<file path="config.mk">
export PLATFORM = sky130hd
export DESIGN_NAME = pll_lock_detect_holdover
export DESIGN_NICKNAME = d
export VERILOG_FILES = /design/src/hdl/lock_holdover_pkg.sv /design/src/hdl/lock_qualifier.sv /design/src/hdl/pll_lock_detect_holdover.sv
export SDC_FILE = /design/constraint.sdc
export NUM_CORES = 1
export LEC_CHECK = 0
export ABC_AREA = 1
export BUFFER_PORTS_ARGS = -buffer_cell sky130_fd_sc_hd__buf_2
export CAP_MARGIN = 30
export CORE_UTILIZATION = 30
export CTS_BUF_LIST = sky130_fd_sc_hd__clkbuf_4
export DETAILED_ROUTE_END_ITERATION = 7
export PLACE_DENSITY = 0.5
export SLEW_MARGIN = 20
export SYNTH_ARGS = -nofsm -noshare
export SYNTH_HDL_FRONTEND = slang
export SYNTH_SLANG_ARGS = --single-unit
</file>
<file path="constraint.sdc">
create_clock -name core_clk_in -period 5 [get_ports core_clk_in]
set_clock_uncertainty 0.2 [all_clocks]
set_input_delay 0.75 -clock core_clk_in [delete_from_list [all_inputs] [get_ports core_clk_in]]
set_output_delay 0.75 -clock core_clk_in [all_outputs]
set_load 0.05 [all_outputs]
</file>
<file path="src/hdl/lock_holdover_pkg.sv">
package lock_holdover_pkg;

   // Field widths.
   localparam int COUNT_W  = 14;
   localparam int PHASE_W  = 8;
   localparam int DAC_W    = 10;
   localparam int MODE_W   = 2;

   // Holdover mode selection code that enables holdover.
   localparam logic [MODE_W-1:0] MODE_HOLDOVER_ON = 2'h2;

   // Reset values.
   localparam logic [DAC_W-1:0]   RST_DAC_CODE   = 10'h200;
   localparam logic [COUNT_W-1:0] RST_LOCK_COUNT = 14'h0000;

   // Cycles the holdover exit waits for a valid reference before restarting lock.
   localparam int EXIT_WAIT_CYCLES = 2;

   typedef enum logic [1:0] {
      ST_ACQUIRE  = 2'b00,
      ST_LOCKED   = 2'b01,
      ST_HOLDOVER = 2'b11
   } loop_state_t;

endpackage

</file>
<file path="src/hdl/lock_qualifier.sv">
`timescale 1ns/1ns
`default_nettype none
module lock_qualifier
   import lock_holdover_pkg::*;
#(
   parameter int CNT_W = COUNT_W
) (
   // Clock and reset.
   input  wire logic             core_clk_in,
   input  wire logic             arst_n_in,
   // Qualification inputs.
   input  wire logic             restart_in,
   input  wire logic             in_window_in,
   input  wire logic [CNT_W-1:0] lock_qualify_count_in,
   // Result.
   output logic                  lock_flag_out
);
   // A one-bit counter could not tell an empty run from a met count of one.
   if (CNT_W < 2) begin : g_bad_count_width
      $error("lock_qualifier: CNT_W too small");
   end

   logic [CNT_W-1:0] run_count;
   logic [CNT_W-1:0] next_run_count;
   logic             lock_flag;
   logic             next_lock_flag;

   always_comb begin
      next_run_count = run_count;
      next_lock_flag = lock_flag;
      if (restart_in || !in_window_in) begin
         next_run_count = '0;
         next_lock_flag = 1'b0;
      end else if (run_count >= lock_qualify_count_in) begin
         next_lock_flag = 1'b1;
      end else begin
         next_run_count = run_count + CNT_W'(1);
      end
   end

   always_ff @(posedge core_clk_in or negedge arst_n_in) begin
      if (!arst_n_in) begin
         run_count <= '0;
         lock_flag <= 1'b0;
      end else begin
         run_count <= next_run_count;
         lock_flag <= next_lock_flag;
      end
   end

   assign lock_flag_out = lock_flag;
endmodule
`default_nettype wire

</file>
<file path="src/hdl/pll_lock_detect_holdover.sv">
// Summary of operation
// Lock time set by programmed qualify count.
// Lock flag rises after window dwell count.
// Lock flag drops when phase leaves window.
// Low lock flag enters holdover unless disabled.
// Valid reference exits holdover, restarts locking.
// Mode code two enables holdover.
// Tracking off freezes holdover DAC value.
// Manual DAC enable uses fixed code.
// Code 512 gives about half supply.
// Software picks count large against chattering.
// Counter clears whenever phase leaves window.
`timescale 1ns/1ns
`default_nettype none
module pll_lock_detect_holdover
   import lock_holdover_pkg::*;
#(
   parameter int CNT_W = COUNT_W,
   parameter int PH_W  = PHASE_W,
   parameter int D_W   = DAC_W
) (
   // Clock and reset.
   input  wire logic             core_clk_in,
   input  wire logic             arst_n_in,
   // Phase detector observations, one sample per phase-detector cycle.
   input  wire logic [PH_W-1:0]  phase_error_in,
   input  wire logic             ref_valid_in,
   input  wire logic [D_W-1:0]   loop_dac_in,
   // Configuration.
   input  wire logic [CNT_W-1:0] lock_qualify_count_in,
   input  wire logic [PH_W-1:0]  phase_window_size_in,
   input  wire logic             lock_loss_trigger_off_in,
   input  wire logic [MODE_W-1:0] holdover_mode_in,
   input  wire logic             track_enable_in,
   input  wire logic             fixed_voltage_enable_in,
   input  wire logic [D_W-1:0]   fixed_voltage_code_in,
   // Status and control outputs.
   output logic                  lock_flag_out,
   output logic                  holdover_out,
   output logic                  loop_restart_out,
   output logic [D_W-1:0]        vcxo_dac_out
);
   // The exit wait counter is two bits wide, and the half-supply code needs a
   // DAC of at least ten bits.
   if (D_W < 10) begin : g_bad_dac_width
      $error("pll_lock_detect_holdover: D_W below 10");
   end
   if (PH_W < 1) begin : g_bad_phase_width
      $error("pll_lock_detect_holdover: PH_W too small");
   end
   if (EXIT_WAIT_CYCLES < 1 || EXIT_WAIT_CYCLES > 4) begin : g_bad_exit_wait
      $error("pll_lock_detect_holdover: EXIT_WAIT_CYCLES out of range");
   end

   // The reference-valid pin is asynchronous to this clock.
   logic ref_sync_a;
   logic ref_sync_b;

   always_ff @(posedge core_clk_in or negedge arst_n_in) begin
      if (!arst_n_in) begin
         ref_sync_a <= 1'b0;
         ref_sync_b <= 1'b0;
      end else begin
         ref_sync_a <= ref_valid_in;
         ref_sync_b <= ref_sync_a;
      end
   end

   logic in_window;
   logic lock_flag;
   logic restart;

   assign in_window = phase_error_in <= phase_window_size_in;

   lock_qualifier #(
      .CNT_W (CNT_W)
   ) u_qual (
      .core_clk_in           (core_clk_in),
      .arst_n_in             (arst_n_in),
      .restart_in            (restart),
      .in_window_in          (in_window),
      .lock_qualify_count_in (lock_qualify_count_in),
      .lock_flag_out         (lock_flag)
   );

   loop_state_t state;
   loop_state_t next_state;
   logic [1:0]  exit_wait;
   logic [1:0]  next_exit_wait;
   logic [D_W-1:0] dac;
   logic [D_W-1:0] next_dac;
   logic        holdover_on;
   logic        trigger;

   assign holdover_on = holdover_mode_in == MODE_HOLDOVER_ON;
   assign trigger = holdover_on && !lock_loss_trigger_off_in;

   always_comb begin
      next_state     = state;
      next_exit_wait = exit_wait;
      restart        = 1'b0;
      unique case (state)
         ST_ACQUIRE: begin
            if (lock_flag) begin
               next_state = ST_LOCKED;
            end
         end
         ST_LOCKED: begin
            if (!lock_flag && trigger) begin
               next_state     = ST_HOLDOVER;
               next_exit_wait = '0;
            end else if (!lock_flag) begin
               next_state = ST_ACQUIRE;
            end
         end
         ST_HOLDOVER: begin
            // With mode code two kept, exit needs the reference seen valid for a few cycles, which
            // filters a glitchy pin; chatter is still possible if the count is short.
            if (!holdover_on) begin
               next_state = ST_ACQUIRE;
               restart    = 1'b1;
            end else if (!ref_sync_b) begin
               next_exit_wait = '0;
            end else if (exit_wait == 2'(EXIT_WAIT_CYCLES - 1)) begin
               next_state = ST_ACQUIRE;
               restart    = 1'b1;
            end else begin
               next_exit_wait = exit_wait + 2'h1;
            end
         end
         // The unused code can only come from an upset; recover through acquire.
         default: begin
            next_state = ST_ACQUIRE;
         end
      endcase
   end

   always_comb begin
      next_dac = dac;
      if (state != ST_HOLDOVER) begin
         next_dac = loop_dac_in;
      end else if (fixed_voltage_enable_in) begin
         next_dac = fixed_voltage_code_in;
      end else if (track_enable_in) begin
         next_dac = dac;
      end
      // Tracking off: the value captured on entry is simply held.
      if (state == ST_HOLDOVER && !track_enable_in && !fixed_voltage_enable_in) begin
         next_dac = dac;
      end
   end

   always_ff @(posedge core_clk_in or negedge arst_n_in) begin
      if (!arst_n_in) begin
         state     <= ST_ACQUIRE;
         exit_wait <= 2'h0;
         dac       <= D_W'(RST_DAC_CODE);
      end else begin
         state     <= next_state;
         exit_wait <= next_exit_wait;
         dac       <= next_dac;
      end
   end

   assign lock_flag_out    = lock_flag;
   assign holdover_out     = state == ST_HOLDOVER;
   assign loop_restart_out = restart;
   assign vcxo_dac_out     = dac;
endmodule
`default_nettype wire

</file>
## Word-level counts from Yosys, hierarchy flattened

Cells that the tools add are included.

- Add/sub/neg operators: 2
- Multiply operators: 0
- Div/mod/pow operators: 0
- Order comparisons: 2
- Equality and inequality tests: 13
- Shift-type cells: 0
- Muxes and demuxes: 22
- Bitwise gates (word level): 1
- Reduce and logical (&&, ||, !) cells: 17

Operator list:

| operator | number |
|---|---|
| two-way mux 14 bit | 2 |
| two-way mux 10 bit | 2 |
| two-way mux 2 bit | 10 |
| adder 14 x 1 -> 14 bit, second input constant | 1 |
| greater-or-equal comparator 14 bit | 1 |
| != test 3 bit, second input constant | 3 |
| <= comparator 8 bit | 1 |
| AND reduction 4 bit | 2 |
| two-way mux 1 bit | 6 |
| != test 2 x 1 -> 1 bit, second input constant | 3 |
| case mux 2 bit (3 select lines) | 1 |
| nonzero test 2 bit | 3 |
| zero test 1 bit | 5 |
| equality test 2 x 1 -> 1 bit, second input constant | 2 |
| equality test 2 bit, second input constant | 2 |
| logical AND 1 bit | 4 |
| != test 2 bit, second input constant | 2 |
| case mux 2 bit (2 select lines) | 1 |
| != test 3 x 2 -> 1 bit, second input constant | 1 |
| adder 2 x 1 -> 2 bit, second input constant | 1 |
| zero test 2 bit | 1 |
| AND reduction 2 bit | 1 |
| logical OR 1 bit | 1 |
| NOT 1 bit | 1 |

- Bits in registers: 31
- Latch bits: 0
- Bits in writable memories: 0
- Memory bits (read-only): 0
- Input bits: 58
- Output and inout bits: 13
- Logic and storage cells: 64
- Memories kept: 0

## Logic depth before layout (Yosys ltp)

- Depth after elaboration: 7
- Depth in mapped cells: 13

## Cells and area by module

A second synthesis with hierarchy kept.

- Cells, all modules: 318
- Area total of the unflattened synthesis: 2,326.0 sq um

Modules (own cells, without submodules):

| module | instances | cells an instance | area an instance (sq um) | seq. area each (sq um) |
|---|---|---|---|---|
| lock_qualifier | 1 | 197 | 1,356.3 | 375.4 |
| pll_lock_detect_holdover | 1 | 121 | 969.7 | 401.6 |

## Least setup slack after synthesis

Ideal clock, no wire load.

- Path kind: input port to output port
- Start point: input port holdover_mode_in[0]
- End point: output port loop_restart_out
- Arrival: 1.269 ns
- Required time: 4.050 ns
- Setup slack: 2.781 ns
- Stages: 4
- Buffers on the path: 0
- Cells stage by stage: inv_1 nand3_1 nand2_2 inv_1

- Word-level cells in the longest chain between the ends: 3

RTL lines:

| element | line | RTL |
|---|---|---|
| from (decl) | pll_lock_detect_holdover.sv:33 | `input wire logic [MODE_W-1:0] holdover_mode_in,` |
| equality test 2 bit | pll_lock_detect_holdover.sv:95 | `assign holdover_on = holdover_mode_in == MODE_HOLDOVER_ON;` |
| two-way mux 1 bit | pll_lock_detect_holdover.sv:119 | `if (!holdover_on) begin` |
| two-way mux 1 bit | pll_lock_detect_holdover.sv:102 | `unique case (state)` |
| to (decl) | pll_lock_detect_holdover.sv:40 | `output logic loop_restart_out,` |

Every way passes these cells.

## Worst setup path in the final report

- Start point: register state[0]
- End point: output port loop_restart_out

- Word-level cells in the longest chain between the ends: 2

RTL lines:

| element | line | RTL |
|---|---|---|
| from (decl) | pll_lock_detect_holdover.sv:86 | `loop_state_t state;` |
| from (signal assigned) | pll_lock_detect_holdover.sv:159 | `state <= next_state;` |
| equality test 2 bit | pll_lock_detect_holdover.sv:102 |  |
| two-way mux 1 bit | pll_lock_detect_holdover.sv:102 |  |

Every way passes these cells.

==> metrics.md <==
| Metric | Value |
|---|---|
| Maximum root-to-sink buffer count | `2` |
| Total chip power | `569 µW` |
| Slowest CP cell | `inv_1` |
| Largest net degree at the start of global routing | `32` |
| Warnings, synthesis | `0` |
| PortBufs | `slightly below 70` |
| Worst-margin pin slew | `about 770 ps` |
| Max Fanout on Critical Path | `23` |
| Syn Std Cell Area | `between 2000 and 2500 µm²` |
| FMAX | `around 0.32 GHz` |
| Most used cell, CP | `inv_1` |
| Slew Limit Fails | `0` |
| 1st-iter DRT viols | `67` |
| CP Depth | `5` |
| Hold-critical path depth | `0` |
| Global-route wire length before repair | `a little under 10,000 µm` |
| Avg WL per Cell | `~11 µm` |
| DR vias | `around 2,200` |
| Vias in the first global route | `about 2,200` |
| Number of flops mapped to enable cells by yosys | `0` |
| Cell Rows | `32` |
| Worst rel slew slack | `0.483` |
| CTS root buf | `clkbuf_4` |
| Critical path required time | `approximately 4000 ps` |
| Async SR Flop Fraction | `1.00` |
| Ys flop type | `dfrtp_1` |
| DP Worst Slack | `approximately 2200 ps` |
| Syn-to-layout area delta | `20.1%` |
| Area after DPL | `2820 µm²` |
| Core Area | `approximately 7700 µm²` |
| Final worst path period share | `0.632` |
| Die Area | `8340 µm²` |
| Final setup viols | `0` |
| Crit path buf inv count | `3` |
| # IOs | `71` |
| Initial core utilization | `0.310` |
| Status | `finished clean` |
| ANT nets after route | `0` |
| Fin. Hold Viols | `0` |
| Maxcap violations | `0` |
| Routed WL | `between 5000 and 6000 µm` |
| Final Cell Area | `around 2900 µm²` |
| Post-CTS setup repair buffer count | `0` |
| Fin util | `0.372` |
| Setup tns final | `0 ps` |
| Post-route minimum period | `~3200 ps` |
| Final routed DRC violation total | `0` |
| Clock Sinks | `31` |
| Total CTS buffers | `5` |
| Sequential element share of the synthesized area | `0.325` |
| DRT Pass-1 Iters | `4` |
| Via density | `about 4.5` |
| Inserted Diodes | `0` |
| Share of layout cells above drive strength 1 | `0.249` |
| Syn nets | `roughly 410` |
| Worst setup path class | `reg2out` |
| Final Net Count | `about 480` |
| Worst skew pair latency | `340 ps` |
| CTS Hold Bufs | `0` |
| Flop and latch count out of synthesis | `31` |
| Post-DP HPWL | `between 4000 and 5000 µm` |
| Leakage | `approximately 1.7 nW` |
| CP Cell Sequence | `nand2_1, inv_1, nand2_2, inv_1, buf_2` |
| CP endpoint kind | `output port` |
| Startpoint types | `register` |
| Die W | `~91 µm` |
| Hold Crit Class | `reg2reg` |
| Data arrival time of the worst path | `2210 ps` |
| Worst setup margin | `1840 ps` |
| Worst vdd ir | `91.1 µV` |
| Global Route Usage Sum | `0.145` |
| Synth unique cells | `29` |
| Synth Instances | `around 330` |
| Htree depth | `2` |
| R2R depth | `7` |
| Post-cts resize count | `0` |
| Gr ovfl total | `0` |
| RSZ-0062 raised after global routing | `false` |
| Initial antenna violation count | `0` |
| Syn Area/Cell | `a little over 7 µm²` |
| Chip Height | `between 90 and 100 µm` |
| Routability cong. | `between 0.7 and 0.8` |
| Critical path's top delay family | `buffers and inverters` |
| Critical Path Max Stage Delay | `400 ps` |
| PD cells | `between 150 and 200 nW/µm²` |
| CTS tree | `done` |
| Reg clk slew, reported paths | `roughly 110 ps` |
[final cells by class]
| class | instances | area (µm²) |
|---|---|---|
| flip-flops and latches | 31 | 777 |
| clock buffers | 7 | 52.6 |
| multi-input cells | 221 | 1310 |
| fillers | 853 | 4850 |
| repair buffers | 69 | 345 |
| well taps | 102 | 128 |
| clock inverters | 1 | 5.00 |
| inverters | 69 | 259 |
[report_power, final]
part | internal [mW] | switching [mW]
registers | 0.265 | 0.0158
logic | 0.0523 | 0.0788
clock network | 0.0657 | 0.0913
total | 0.383 | 0.186
[final timing paths]
kind / slack, ps / end / startpoint
setup / recovery: 1840 / loop_restart_out / state[0]
hold / removal: 160 / ref_sync_b / ref_sync_a
setup reg to reg: 2630 / u_qual.run_count[9] / state[0]
hold reg to reg: 160 / ref_sync_b / ref_sync_a
max in group asynchronous: 3840 / vcxo_dac_out[6] / arst_n_in
min in group asynchronous: 270 / u_qual.run_count[0] / arst_n_in
[state kept, by name (all words and copies together), names as in the netlist]
register / cells
ref_sync_b: 1
exit_wait: 2
ref_sync_a: 1
state: 2
vcxo_dac_out: 10
u_qual.run_count: 14
u_qual.lock_flag_out: 1
[routing by layer]
| metal | global-route usage | share of wire | up-vias | wire length [µm] |
|---|---|---|---|---|
| li1 | - | - | 1191 | - |
| met1 | 0.176 | 0.47 | 998 | 2620 |
| met2 | 0.251 | 0.47 | 52 | 2570 |
| met3 | 0.0394 | 0.050 | 7 | 276 |
| met4 | 0.0397 | 0.011 | 0 | 63 |
| met5 | 0 | 0 | - | 0 |
[cell usage after synthesis (2+ instances only)]
cell / instances / share of area
nand2_1: 74 / 0.12
inv_1: 66 / 0.10
dfrtp_1: 30 / 0.31
nand4_1: 28 / 0.073
nor2_1: 27 / 0.042
ha_1: 24 / 0.13
o22ai_1: 12 / 0.031
nand3_1: 10 / 0.021
o21ai_0: 10 / 0.021
a21oi_1: 5 / 0.010
nand2_2: 5 / 0.013
xor2_1: 5 / 0.018
buf_2: 4 / 0.0084
clkbuf_1: 4 / 0.0063
nand3b_1: 4 / 0.013
inv_2: 3 / 0.0047
nor2_4: 3 / 0.014
a21oi_2: 2 / 0.0073
nand2_4: 2 / 0.0094
nand3_2: 2 / 0.0084
nor2_2: 2 / 0.0052
or2_2: 2 / 0.0052
[through the flow]
stage          hold WS (ps)  cells
2_1_floorplan           131    331
3_5_place_dp            138    492
3_3_place_gp            132    492
4_1_cts                 161    500
5_1_grt                 170    500
6_report                157    500
[placed cells by master (no fill, tap or decap), types with 2 or more instances in the layout]
master,n
nand3b_1,4
nand2_2,5
nor2_1,27
o22ai_1,12
nand3_2,2
nand3_1,10
nor2_2,2
a21oi_2,2
clkbuf_4,7
buf_2,69
nand2_4,2
xor2_1,5
dfrtp_1,30
ha_1,24
inv_2,3
inv_1,66
nand2_1,74
nor2_4,3
a21oi_1,5
o21ai_0,10
or2_2,2
nand4_1,28
[kinds of logic after synthesis]
group	share of synthesized area
AOI/OAI and AO/OA	0.0795
adders and majority gates	0.126
DFF	0.325
buffers and inverters	0.129
xor gates and xnor gates	0.0183
and+or+nand+nor	0.323
Power figures use the tool's default switching activity.
